[config.mk]
export PLATFORM = sky130hd
export DESIGN_NAME = ddr_ctrl_end_flat
export DESIGN_NICKNAME = d
export VERILOG_FILES = /design/src/ddr_timing_pkg.sv /design/src/ddr_link_if.sv /design/src/ddr_ctrl_end.sv /design/src/flat_wrapper.sv
export SDC_FILE = /design/constraint.sdc
export NUM_CORES = 1
export LEC_CHECK = 0
export BUFFER_PORTS_ARGS = -buffer_cell sky130_fd_sc_hd__buf_2
export CORE_AREA = 4 4 174 176
export DETAILED_ROUTE_END_ITERATION = 16
export DIE_AREA = 0 0 178 180
export PLACE_DENSITY = 0.77
export SETUP_SLACK_MARGIN = 0.1
export SYNTH_ARGS = -nofsm -noshare
export SYNTH_HDL_FRONTEND = slang
export SYNTH_SLANG_ARGS = --single-unit
[constraint.sdc]
create_clock -name clk_sys -period 8.4 [get_ports clk_sys]
set_clock_uncertainty 0.15 [all_clocks]
set_input_delay 0.84 -clock clk_sys [delete_from_list [all_inputs] [get_ports clk_sys]]
set_output_delay 0.84 -clock clk_sys [all_outputs]
set_load 0.01 [all_outputs]
[src/ddr_timing_pkg.sv]
// Overview of operation
// - 1KB pages: four activates per 35/37.5 ns
// - 2KB pages: four activates span 45/50 ns
// - Column commands at least two clocks apart
// - Auto-precharge write: recovery plus precharge before activate
// - Write data to read at least 7.5 ns
// - Read to same-bank precharge at least 7.5 ns
// - Self-refresh exit: refresh cycle plus 10 ns
// - Self-refresh exit: 200 clocks before read; a mode set after exit reloads the read timer with 2 clocks
// - Precharge power-down exit: two clocks
// - Active power-down fast exit: two clocks to read
// - Slow exit: 8 or 7 minus AL to read
// - Clock enable held each level three clocks
// - Power-down termination switches on without clock timing
// - Termination change three clocks before power-down
// - Eight clocks after power-down before synchronous termination
// - Mode register set spaced two clocks
// - New termination setting applied within 12 ns
// - Calibration drive mode applied within 12 ns
// - 1KB pages: activates 7.5 ns apart
// - 2KB pages: activates 10 ns apart
// - Write strobe within quarter clock of edge; no write strobe is modelled here
// - Clock runs on after clock enable drops
package ddr_timing_pkg;

  // Clock periods, picoseconds
  localparam int SYS_PS = 20000;
  localparam int CK_PS  = 2 * SYS_PS;

  // Part options
  localparam bit PAGE_2KB   = 1'b0;
  localparam bit GRADE_FAST = 1'b1;
  localparam int ADD_LAT    = 0;
  localparam int NBANK      = 8;
  localparam int BANK_W     = 3;

  // Timing figures as printed
  localparam int FAW_PS  = PAGE_2KB ? (GRADE_FAST ? 45000 : 50000)
                                    : (GRADE_FAST ? 35000 : 37500);
  localparam int RRD_PS  = PAGE_2KB ? 10000 : 7500;
  localparam int WR_PS   = 15000;
  localparam int RP_PS   = 15000;
  localparam int WTR_PS  = 7500;
  localparam int RTP_PS  = 7500;
  localparam int RFC_PS  = 105000;
  localparam int XSNR_PS = RFC_PS + 10000;
  localparam int CCD_CK  = 2;
  localparam int XSRD_CK = 200;
  localparam int XP_CK   = 2;
  localparam int XARD_CK = 2;
  localparam int XARDS_CK = (GRADE_FAST ? 8 : 7) - ADD_LAT;
  localparam int CKE_CK  = 3;
  localparam int ANPD_CK = 3;
  localparam int AXPD_CK = 8;
  localparam int MRD_CK  = 2;
  localparam int WDATA_CK = 4;

  typedef logic [7:0] cnt_t;

  // Least time rounded up to whole link clocks
  function automatic cnt_t ck_of(input int ps);
    return cnt_t'((ps + CK_PS - 1) / CK_PS);
  endfunction

  // Cycle counts
  localparam cnt_t FAW_CYC  = ck_of(FAW_PS);
  localparam cnt_t RRD_CYC  = ck_of(RRD_PS);
  localparam cnt_t DAL_CYC  = cnt_t'(ck_of(WR_PS) + ck_of(RP_PS));
  localparam cnt_t WTR_CYC  = cnt_t'(WDATA_CK + ck_of(WTR_PS));
  localparam cnt_t RTP_CYC  = ck_of(RTP_PS);
  localparam cnt_t XSNR_CYC = ck_of(XSNR_PS);
  localparam cnt_t CCD_CYC  = cnt_t'(CCD_CK);
  localparam cnt_t XSRD_CYC = cnt_t'(XSRD_CK);
  localparam cnt_t XP_CYC   = cnt_t'(XP_CK);
  localparam cnt_t XARD_CYC = cnt_t'(XARD_CK);
  localparam cnt_t XARDS_CYC = cnt_t'(XARDS_CK);
  localparam cnt_t CKE_CYC  = cnt_t'(CKE_CK);
  localparam cnt_t ANPD_CYC = cnt_t'(ANPD_CK);
  localparam cnt_t AXPD_CYC = cnt_t'(AXPD_CK);
  localparam cnt_t MRD_CYC  = cnt_t'(MRD_CK);

  // Mode register argument fields
  localparam int ARG_W        = 4;
  localparam int ARG_TERM_LO  = 0;
  localparam int ARG_TERM_HI  = 1;
  localparam int ARG_DRV_BIT  = 2;
  localparam int ARG_SLOW_BIT = 3;

  typedef enum logic [2:0] {
    CMD_NOP, CMD_ACT, CMD_RD, CMD_WR, CMD_WRA, CMD_PRE, CMD_MRS, CMD_REF
  } cmd_t;

  typedef enum logic [1:0] {ST_RUN, ST_PD, ST_SR} pstate_t;

endpackage

[src/ddr_link_if.sv]
`timescale 1ns/1ps
interface ddr_link_if;
  import ddr_timing_pkg::*;
  logic                ck;   // Link clock from controller
  logic                cke;  // Clock enable
  cmd_t                cmd;  // Command
  logic [BANK_W-1:0]   bank; // Bank address
  logic [ARG_W-1:0]    arg;  // Mode argument
  logic                odt;  // Termination control

  modport ctrl (output ck, cke, cmd, bank, arg, odt);
  modport mem  (input  ck, cke, cmd, bank, arg, odt);
endinterface

[src/ddr_ctrl_end.sv]
`timescale 1ns/1ps
module ddr_ctrl_end
  import ddr_timing_pkg::*;
(
  input  wire logic                 clk_sys,   // System clock
  input  wire logic                 rst,       // Async reset, active high
  input  wire logic                 ce,        // Clock enable
  input  wire logic                 req_valid, // Command request
  input  wire ddr_timing_pkg::cmd_t req_cmd,   // Requested command
  input  wire logic [BANK_W-1:0]    req_bank,  // Requested bank
  input  wire logic [ARG_W-1:0]     req_arg,   // Mode argument
  input  wire logic                 odt_req,   // Wanted termination level
  input  wire logic                 pd_req,    // Power-down wanted
  input  wire logic                 sr_req,    // Self refresh wanted
  output logic                      req_ready_q, // Request taken
  output logic                      pd_q,      // In power-down
  output logic                      sr_q,      // In self refresh
  ddr_link_if.ctrl                  link       // Link to memory
);
  logic              ck_q;
  logic              cke_q;
  cmd_t              cmd_q;
  logic [BANK_W-1:0] bank_q;
  logic [ARG_W-1:0]  arg_q;
  logic              odt_q;
  pstate_t           st_q;
  logic              slow_q;
  logic [NBANK-1:0]  open_q;
  logic [15:0]       cyc_q;
  logic [15:0]       act_t_q [4];
  logic [2:0]        act_n_q;
  cnt_t rrd_q, ccd_q, nrd_q, rd_q, cke_c_q, odt_c_q, pdx_q;
  cnt_t dal_q [NBANK];
  cnt_t rtp_q [NBANK];
  logic              tick;
  logic              faw_ok;
  logic              ok;
  logic              issue;
  logic              pd_go;
  logic              pd_out;
  logic              odt_go;
  logic              cke_up;

  // Link outputs straight from flops
  assign link.ck   = ck_q;
  assign link.cke  = cke_q;
  assign link.cmd  = cmd_q;
  assign link.bank = bank_q;
  assign link.arg  = arg_q;
  assign link.odt  = odt_q;

  // Outputs change at the falling link edge
  assign tick = ce & ck_q;

  // Link clock divider; clock stops only in reset or while ce is low
  always_ff @(posedge clk_sys or posedge rst)
    if (rst)
      ck_q <= 1'b0;
    else if (ce)
      ck_q <= ~ck_q;

  // Four-activate window check
  assign faw_ok = (act_n_q < 3'h4) ||
                  ((cyc_q - act_t_q[3]) >= 16'(FAW_CYC));

  // Spacing checks for the requested command
  always_comb
  begin
    ok = 1'b0;
    case (req_cmd)
      CMD_NOP: ok = 1'b1;
      CMD_ACT: ok = nrd_q == 8'h00 && rrd_q == 8'h00 && faw_ok &&
                    dal_q[req_bank] == 8'h00 && !open_q[req_bank];
      CMD_RD:  ok = rd_q == 8'h00 && ccd_q == 8'h00 && open_q[req_bank];
      CMD_WR,
      CMD_WRA: ok = nrd_q == 8'h00 && ccd_q == 8'h00 && open_q[req_bank];
      CMD_PRE: ok = nrd_q == 8'h00 && rtp_q[req_bank] == 8'h00;
      CMD_MRS: ok = nrd_q == 8'h00 && open_q == '0;
      CMD_REF: ok = nrd_q == 8'h00 && open_q == '0;
      default: ok = 1'b0;
    endcase
  end

  // Entry into and exit from low-power states
  // First clock enable rise after reset, once the low hold has run out
  assign cke_up = st_q == ST_RUN && !cke_q && cke_c_q == 8'h00;
  assign pd_go  = st_q == ST_RUN && cke_q && (pd_req || sr_req) &&
                  cke_c_q == 8'h00 && odt_c_q == 8'h00 &&
                  nrd_q == 8'h00 && (!sr_req || open_q == '0);
  assign pd_out = st_q != ST_RUN && cke_c_q == 8'h00 &&
                  ((st_q == ST_PD && !pd_req) || (st_q == ST_SR && !sr_req));
  assign issue  = st_q == ST_RUN && cke_q && !pd_go && req_valid && ok &&
                  req_cmd != CMD_NOP;
  assign odt_go = odt_req != odt_q && pdx_q == 8'h00 && !pd_go;

  // Power state and clock enable
  always_ff @(posedge clk_sys or posedge rst)
    if (rst)
    begin
      st_q  <= ST_RUN;
      cke_q <= 1'b0;
      pd_q  <= 1'b0;
      sr_q  <= 1'b0;
    end
    else if (tick)
    begin
      if (cke_up)
        cke_q <= 1'b1;
      else if (pd_go)
      begin
        cke_q <= 1'b0;
        st_q  <= sr_req ? ST_SR : ST_PD;
        pd_q  <= ~sr_req;
        sr_q  <= sr_req;
      end
      else if (pd_out)
      begin
        cke_q <= 1'b1;
        st_q  <= ST_RUN;
        pd_q  <= 1'b0;
        sr_q  <= 1'b0;
      end
    end

  // Command launch, termination and request handshake
  always_ff @(posedge clk_sys or posedge rst)
    if (rst)
    begin
      cmd_q       <= CMD_NOP;
      bank_q      <= '0;
      arg_q       <= '0;
      odt_q       <= 1'b0;
      slow_q      <= 1'b0;
      req_ready_q <= 1'b0;
    end
    else if (ce)
    begin
      req_ready_q <= tick & issue;
      if (tick)
      begin
        cmd_q <= CMD_NOP;
        if (pd_go && sr_req)
          cmd_q <= CMD_REF;
        else if (issue)
        begin
          cmd_q  <= req_cmd;
          bank_q <= req_bank;
          arg_q  <= req_arg;
          if (req_cmd == CMD_MRS)
            slow_q <= req_arg[ARG_SLOW_BIT];
        end
        if (odt_go)
          odt_q <= odt_req;
      end
    end

  // Timers count link clocks down to zero
  always_ff @(posedge clk_sys or posedge rst)
    if (rst)
    begin
      rrd_q   <= 8'h00;
      ccd_q   <= 8'h00;
      nrd_q   <= 8'h00;
      rd_q    <= 8'h00;
      cke_c_q <= CKE_CYC;
      odt_c_q <= 8'h00;
      pdx_q   <= 8'h00;
      for (int i = 0; i < NBANK; i++)
      begin
        dal_q[i] <= 8'h00;
        rtp_q[i] <= 8'h00;
      end
    end
    else if (tick)
    begin
      rrd_q   <= (rrd_q != 8'h00) ? rrd_q - 8'h01 : 8'h00;
      ccd_q   <= (ccd_q != 8'h00) ? ccd_q - 8'h01 : 8'h00;
      nrd_q   <= (nrd_q != 8'h00) ? nrd_q - 8'h01 : 8'h00;
      rd_q    <= (rd_q != 8'h00) ? rd_q - 8'h01 : 8'h00;
      cke_c_q <= (cke_c_q != 8'h00) ? cke_c_q - 8'h01 : 8'h00;
      odt_c_q <= (odt_c_q != 8'h00) ? odt_c_q - 8'h01 : 8'h00;
      pdx_q   <= (pdx_q != 8'h00) ? pdx_q - 8'h01 : 8'h00;
      for (int i = 0; i < NBANK; i++)
      begin
        dal_q[i] <= (dal_q[i] != 8'h00) ? dal_q[i] - 8'h01 : 8'h00;
        rtp_q[i] <= (rtp_q[i] != 8'h00) ? rtp_q[i] - 8'h01 : 8'h00;
      end
      if (odt_go)
        odt_c_q <= ANPD_CYC;
      if (cke_up)
        cke_c_q <= CKE_CYC - 8'h01;
      else if (pd_go)
        cke_c_q <= CKE_CYC - 8'h01;
      else if (pd_out)
      begin
        cke_c_q <= CKE_CYC - 8'h01;
        pdx_q   <= AXPD_CYC;
        if (st_q == ST_SR)
        begin
          nrd_q <= XSNR_CYC;
          rd_q  <= XSRD_CYC;
        end
        else
        begin
          nrd_q <= XP_CYC;
          if (open_q == '0)
            rd_q <= XP_CYC;
          else
            rd_q <= slow_q ? XARDS_CYC : XARD_CYC;
        end
      end
      else if (issue)
        case (req_cmd)
          CMD_ACT: rrd_q <= RRD_CYC;
          CMD_RD:
          begin
            ccd_q <= CCD_CYC;
            rtp_q[req_bank] <= RTP_CYC;
          end
          CMD_WR,
          CMD_WRA:
          begin
            ccd_q <= CCD_CYC;
            rd_q  <= (rd_q > WTR_CYC) ? rd_q : WTR_CYC;
            if (req_cmd == CMD_WRA)
              dal_q[req_bank] <= DAL_CYC;
          end
          CMD_MRS:
          begin
            nrd_q <= MRD_CYC;
            rd_q  <= MRD_CYC;
          end
          default: ;
        endcase
    end

  // Bank map and activate history
  always_ff @(posedge clk_sys or posedge rst)
    if (rst)
    begin
      open_q  <= '0;
      cyc_q   <= 16'h0000;
      act_n_q <= 3'h0;
      for (int i = 0; i < 4; i++)
        act_t_q[i] <= 16'h0000;
    end
    else if (tick)
    begin
      cyc_q <= cyc_q + 16'h0001;
      if (issue)
        case (req_cmd)
          CMD_ACT:
          begin
            open_q[req_bank] <= 1'b1;
            act_t_q[0] <= cyc_q;
            for (int i = 1; i < 4; i++)
              act_t_q[i] <= act_t_q[i-1];
            if (act_n_q < 3'h4)
              act_n_q <= act_n_q + 3'h1;
          end
          CMD_WRA,
          CMD_PRE: open_q[req_bank] <= 1'b0;
          default: ;
        endcase
    end
endmodule

[src/flat_wrapper.sv]
// flat-port wrapper written by rule: the top's interface ports become plain ports
module ddr_ctrl_end_flat import ddr_timing_pkg::*;
  (clk_sys, rst, ce, req_valid, req_cmd, req_bank, req_arg, odt_req, pd_req, sr_req, req_ready_q, pd_q, sr_q, link_ck, link_cke, link_cmd, link_bank, link_arg, link_odt);
  ddr_link_if link_i ();
  input  wire logic clk_sys;
  input  wire logic rst;
  input  wire logic ce;
  input  wire logic req_valid;
  input  wire ddr_timing_pkg::cmd_t req_cmd;
  input  wire logic [BANK_W-1:0] req_bank;
  input  wire logic [ARG_W-1:0] req_arg;
  input  wire logic odt_req;
  input  wire logic pd_req;
  input  wire logic sr_req;
  output logic req_ready_q;
  output logic pd_q;
  output logic sr_q;
  output wire logic [$bits(link_i.ck)-1:0] link_ck;
  output wire logic [$bits(link_i.cke)-1:0] link_cke;
  output wire logic [$bits(link_i.cmd)-1:0] link_cmd;
  output wire logic [$bits(link_i.bank)-1:0] link_bank;
  output wire logic [$bits(link_i.arg)-1:0] link_arg;
  output wire logic [$bits(link_i.odt)-1:0] link_odt;
  assign link_ck = link_i.ck;
  assign link_cke = link_i.cke;
  assign link_cmd = link_i.cmd;
  assign link_bank = link_i.bank;
  assign link_arg = link_i.arg;
  assign link_odt = link_i.odt;
  ddr_ctrl_end u_core (.clk_sys(clk_sys), .rst(rst), .ce(ce), .req_valid(req_valid), .req_cmd(req_cmd), .req_bank(req_bank), .req_arg(req_arg), .odt_req(odt_req), .pd_req(pd_req), .sr_req(sr_req), .req_ready_q(req_ready_q), .pd_q(pd_q), .sr_q(sr_q), .link(link_i));
endmodule
Word level (Yosys, flattened, before mapping)

Index checks and enable logic that the tools add are counted.

Muxes and demuxes: 91
Reduce and logical (&&, ||, !) cells: 94
$lt $le $gt $ge: 7
Bitwise gates (word level): 16
Equal/unequal tests: 11
Add/sub/neg operators: 26

Operators by type and width:

| cell                    | count |
|---|---|
| $mux W64                | 11 |
| $mux W8                 | 57 |
| $reduce_bool A8 Y1      | 23 |
| $sub A8 B1 Y8 const B   | 23 |
| $and A56 B56 Y56        | 2 |
| $not A56 Y56            | 2 |
| $logic_not A8 Y1        | 10 |
| $bmux W8 S3             | 2 |
| $pmux W8 S2             | 2 |
| $logic_and A1 B1 Y1     | 31 |
| $demux W8 S3            | 1 |
| $or A8 B8 Y8            | 3 |
| $add A16 B1 Y16 const B | 1 |
| $ge A16 B1 Y1 const B   | 1 |
| $sub A16 B16 Y16        | 1 |
| $eq A3 B3 Y1 const B    | 4 |
| $reduce_and A3 Y1       | 4 |
| $mux W1                 | 9 |
| $and A8 B8 Y8           | 1 |
| $gt A8 B3 Y1 const B    | 1 |
| $not A8 Y8              | 1 |
| $reduce_and A4 Y1       | 2 |
| $eq A3 B2 Y1 const B    | 2 |
| $mux W2                 | 3 |
| other kinds (29)        | 48 |

Flip-flop bits (word level): 294
Output and inout port bits: 16
Word-level logic and storage cells: 286
Input port bits: 17

Depth between registers and ports, before layout

Depth in word-level cells: 16
Depth in mapped cells: 14
Gate-level depth less buffers: 12

Worst setup path after synthesis

No wires, ideal clock.

Kind: input -> register
From: input port req_cmd[1]
To: register u_core.act_t_q[48] (netlist bit)
Stages: 11
Arrival time: 3.258 ns
Data required time: 8.125 ns
Path buffers: 3
Setup slack: 4.867 ns
Library setup time: 0.125 ns
Cells stage by stage: clkbuf_1 > or3b_1 > a211o_1 > a221oi_1 > o211a_2 > o21ai_2 > nor2_4 > and3b_4 > buf_6 > buf_8 > mux2_4

Longest elaborated chain between the ends: 6
Elaborated cells on any way between the ends: 15
Classes of those cells: 7 x eq/ne; 1 x mux; 7 x reduce/logical

RTL lines:

| element                                      | line                | RTL |
|---|---|---|
| start: declaration                           | flat_wrapper.sv:9   | `input wire ddr_timing_pkg::cmd_t req_cmd;` |
| $eq A3 B3 Y1 or $eq A3 B2 Y1 (tied branches) | ddr_ctrl_end.sv:70  | `case (req_cmd)` |
| $reduce_or A2 Y1 (on tied branches)          | n/a                 |  |
| $pmux W1 S6                                  | ddr_ctrl_end.sv:70  |  |
| $logic_and A1 B1 Y1 (2 in series)            | ddr_ctrl_end.sv:92  | `assign issue = st_q == ST_RUN && cke_q && !pd_go && req_valid && ok &&` |
| $reduce_and A3 Y1 (no source line) *         | n/a                 |  |
| end signal: indexed assignment               | ddr_ctrl_end.sv:257 | `act_t_q[i] <= act_t_q[i-1];` |
| end: declaration                             | ddr_ctrl_end.sv:30  | `logic [15:0] act_t_q [4];` |

Every way passes the cells marked *; elsewhere a longest branch is shown, timed or not.
A chain may end at the register's enable or synchronous reset.

Worst setup path in the final report

From: register u_core.dal_q[19] (netlist bit)
To: register u_core.act_t_q[7] (netlist bit)

Longest elaborated chain between the ends: 10

RTL lines:

| element                                     | line                | RTL |
|---|---|---|
| start: declaration                          | ddr_ctrl_end.sv:33  | `cnt_t dal_q [NBANK];` |
| start signal: indexed assignment            | ddr_ctrl_end.sv:185 | `dal_q[i] <= (dal_q[i] != 8'h00) ? dal_q[i] - 8'h01 : 8'h00;` |
| $bmux W8 S3                                 | ddr_ctrl_end.sv:73  | `dal_q[req_bank] == 8'h00 && !open_q[req_bank];` |
| $mux W8 (not written as such) (2 in series) | ddr_ctrl_end.sv:73  |  |
| $logic_not A8 Y1                            | ddr_ctrl_end.sv:73  |  |
| $logic_and A1 B1 Y1                         | ddr_ctrl_end.sv:72  | `CMD_ACT: ok = nrd_q == 8'h00 && rrd_q == 8'h00 && faw_ok &&` |
| $logic_and A1 B1 Y1                         | ddr_ctrl_end.sv:73  |  |
| $pmux W1 S6                                 | ddr_ctrl_end.sv:70  |  |
| $logic_and A1 B1 Y1 (2 in series)           | ddr_ctrl_end.sv:92  |  |
| $reduce_and A3 Y1 (no source line)          | n/a                 |  |

No other way between the ends. The select of a mux whose other input is x is not followed.

==> impl_metrics.yaml <==
timing:
  fin_crit_sh_pct: 54.7
  setup_viol: 0
  relSlewSlack_pct: 33.6
  slew_viol_final: 0
  finalHoldViolCount: 0
  period_needed_ps: 4590
  fmax_mhz: 218
  worst_pin_slew_ps: 996
  rsz0062_at_grt: "false"
  fin_tns_setup_ps: 0
  finalWorstSetupSlack_ps: 3810
logic_synthesis:
  syn_area_per_cell_um2: 9.51
  synth_area_mm2: 0.0166
  synthArstFlopShare_pct: 100
  syn_inst: 1742
  yosysSeqAreaShare_pct: 44.1
  synth_edf_count: 0
  synthFlopType: "dfrtp_1"
  ys_ff_latch: 292
  yosysWarnings: 0
  ys_types: 97
  syn_nets: 1820
global_route:
  antenna_found_initial: 3
  grt_pass1_vias: 12600
  grt_max_degree: 171
  grt_usage_pct: 22.7
  grt_pass1_wl_mm: 61.8
  grt-ovfl-total: 0
pwr:
  powerDensity_mw_per_mm2: 303
  leakagePower_nw: 7.78
  intPower_mw: 3.40
  power_frac_clock_pct: 26.6
  power.share.sequential_pct: 40.8
  ir_worst_vdd_mv: 0.154
  p_sw_share_pct: 37.7
  comb_power_share_pct: 32.6
  p_sw_mw: 2.06
cts:
  htreeDepth: 2
  cts_hold_repair.buffers: 0
  cts_tree: "done"
  clock_path_buffers: 3
  insertion_delay_ps: 520
  cts_made_buffers: 34
  root_buffer: "clkbuf_16"
  clk_pin_slew_ps: 60
  clock-sinks: 292
  postCtsResizedCells: 0
  post_cts_buffers: 0
setup_path:
  reg2reg_depth: 9
  cp.arrival_ps: 4830
  cp_data_required_time_ps: 8640
  worst-path-max-fanout: 40
  r2r_start: "u_core.dal_q[19]"
  path_class: "flop to flop"
  r2r-end: "u_core.act_t_q[7]"
  regToRegSetupSlack_ps: 3810
  endpoint_kind: "flop"
  critPathLaunchType: "flop"
finish:
  multi_input_area_mm2: 0.00853
  fin_nets: 1828
  final_common_cell: "dfrtp_1"
  fillerInstances: 2242
  area_growth_pct: 8.76
  drive_above_1_share_pct: 12.9
  regArea_mm2: 0.00731
  mostFrequentLayoutCells: "dfrtp_1, o21ai_0, nand2_1, nor2_1, inv_1"
  antenna_cells: 0
worst_hold_path:
  hold_class: "flop to flop"
  min_to: "u_core.rtp_q[31]"
  hp-start: "u_core.rtp_q[31]"
  hold_depth: 2
route:
  via_per_inst: 6.13
  postRouteAntennaNets: 0
  drt_iter0_drc: 1113
  drc_errors: 0
  wire_per_inst_um: 17.1
  totalWireLength_mm: 36.9
  via_count: 13200
  dr.pass1.iters: 5
run_status:
  status: "completed"
floorplan:
  fp.dieH_um: 180
  die_w_um: 178
  core_mm2: 0.0286
  ios: 33
  fp.dieArea_mm2: 0.0320
  start_util_pct: 57.9
  num_rows: 62
placement:
  routabilityCongestion: 0.912
  portBuffers: 32
  place_ws_ps: 3480
  place_hpwl_mm: 24.6
run:
  max_cap_violations: 0
## metrics by stage
step,area (um2),hold WS [ps],total power [mW],util [%],cells
finish,18000,330,5.46,62.9,2156
global route,18000,336,5.87,62.9,2156
CTS,18000,331,5.47,62.9,2156
detailed placement,16900,315,3.99,59.1,2098
global placement,16900,306,3.90,59.1,2098
floorplan,16600,288,3.54,-,1742
## state kept, by name (all words and copies together), names as in the netlist, 8 cells and up, named ones only
signal          count
u_core.cke_c_q      8
u_core.dal_q       64
u_core.rd_q         8
u_core.rtp_q       64
u_core.rrd_q        8
u_core.ccd_q        8
u_core.pdx_q        8
u_core.odt_c_q      8
u_core.nrd_q        8
u_core.cyc_q       16
u_core.act_t_q     64
## worst max path at each step
stage,end,from
detailed placement,u_core.act_t_q[11],req_cmd[2]
floorplan,async pin,rst
CTS,u_core.act_t_q[7],u_core.dal_q[19]
global route,u_core.act_t_q[7],u_core.cyc_q[0]
global placement,u_core.act_t_q[7],req_cmd[2]
finish,u_core.act_t_q[7],u_core.dal_q[19]
## synth_stat cells (10+ instances only)
master    number  area, um2
or4_1         12       90.1
o21ai_0      212       1060
nand2b_1      22        138
nor3_1        72        360
a21oi_1       71        355
a21o_1        18        135
nor2_1       120        450
nor3_2        10        100
xnor2_1       17        149
o31ai_1       39        293
nand4_1       16        100
nand3_1       40        200
mux2_4        39        586
inv_1         95        357
ha_1          60        751
nor4_1        36        225
and3_1        10       62.6
mux2_2        34        383
nand2_1      165        619
mux2i_1       13        130
or2_2         11       68.8
clkbuf_1      40        150
nor2b_1       22        138
dfrtp_1      290       7260
or3_1         40        250
o41ai_1       13        114
## cells by family (layout without fill, tap and decap cells)
group                      after synthesis  after routing  share of synthesized area [%]
adders and majority gates               61             61                           4.65
AOI/OAI and AO/OA                      476            476                           18.4
muxes                                   87             87                           6.77
and+or+nand+nor                        639            639                           20.3
buffers and inverters                  163            193                           4.49
xor gates and xnor gates                24             24                           1.27
DFF                                    292            292                           44.1
## area by class of cell
| class | count | share of cell area [%] |
|---|---|---|
| clock inverter | 7 | 0.354 |
| inverter | 95 | 2.00 |
| tap | 384 | 2.67 |
| timing repair buffer | 40 | 1.29 |
| sequential | 292 | 40.6 |
| multi-input combinational | 1287 | 47.4 |
| clock buffer | 51 | 5.75 |
## power groups by stage
stage          clock network [mW]  logic [mW]  registers (mW)
6_report                     1.45        1.78            2.23
2_1_floorplan                   0        1.40            2.14
4_1_cts                      1.48        1.78            2.22
3_3_place_gp                    0        1.69            2.21
3_5_place_dp                    0        1.76            2.23
5_1_grt                      1.54        2.04            2.29
## routing by layer
layer  global-route usage [%]  share of wire, %  vias up
met5                        0             0.092        -
met4                     5.72               1.8        6
met3                     3.93               4.9       71
met2                     36.5                47      334
met1                     31.9                46     6449
li1                         -                 -     6347
## critical path, cell delays in order, from the launching register on
cell and delay, ps:
dfrtp_1 440, or4_1 600, nor3_1 410, o32ai_1 290
o41ai_4 460, o21ai_2 300, nor2_4 210, and3b_4 530
buf_4 610, mux2_2 420
(Power assumes the default switching activity.)
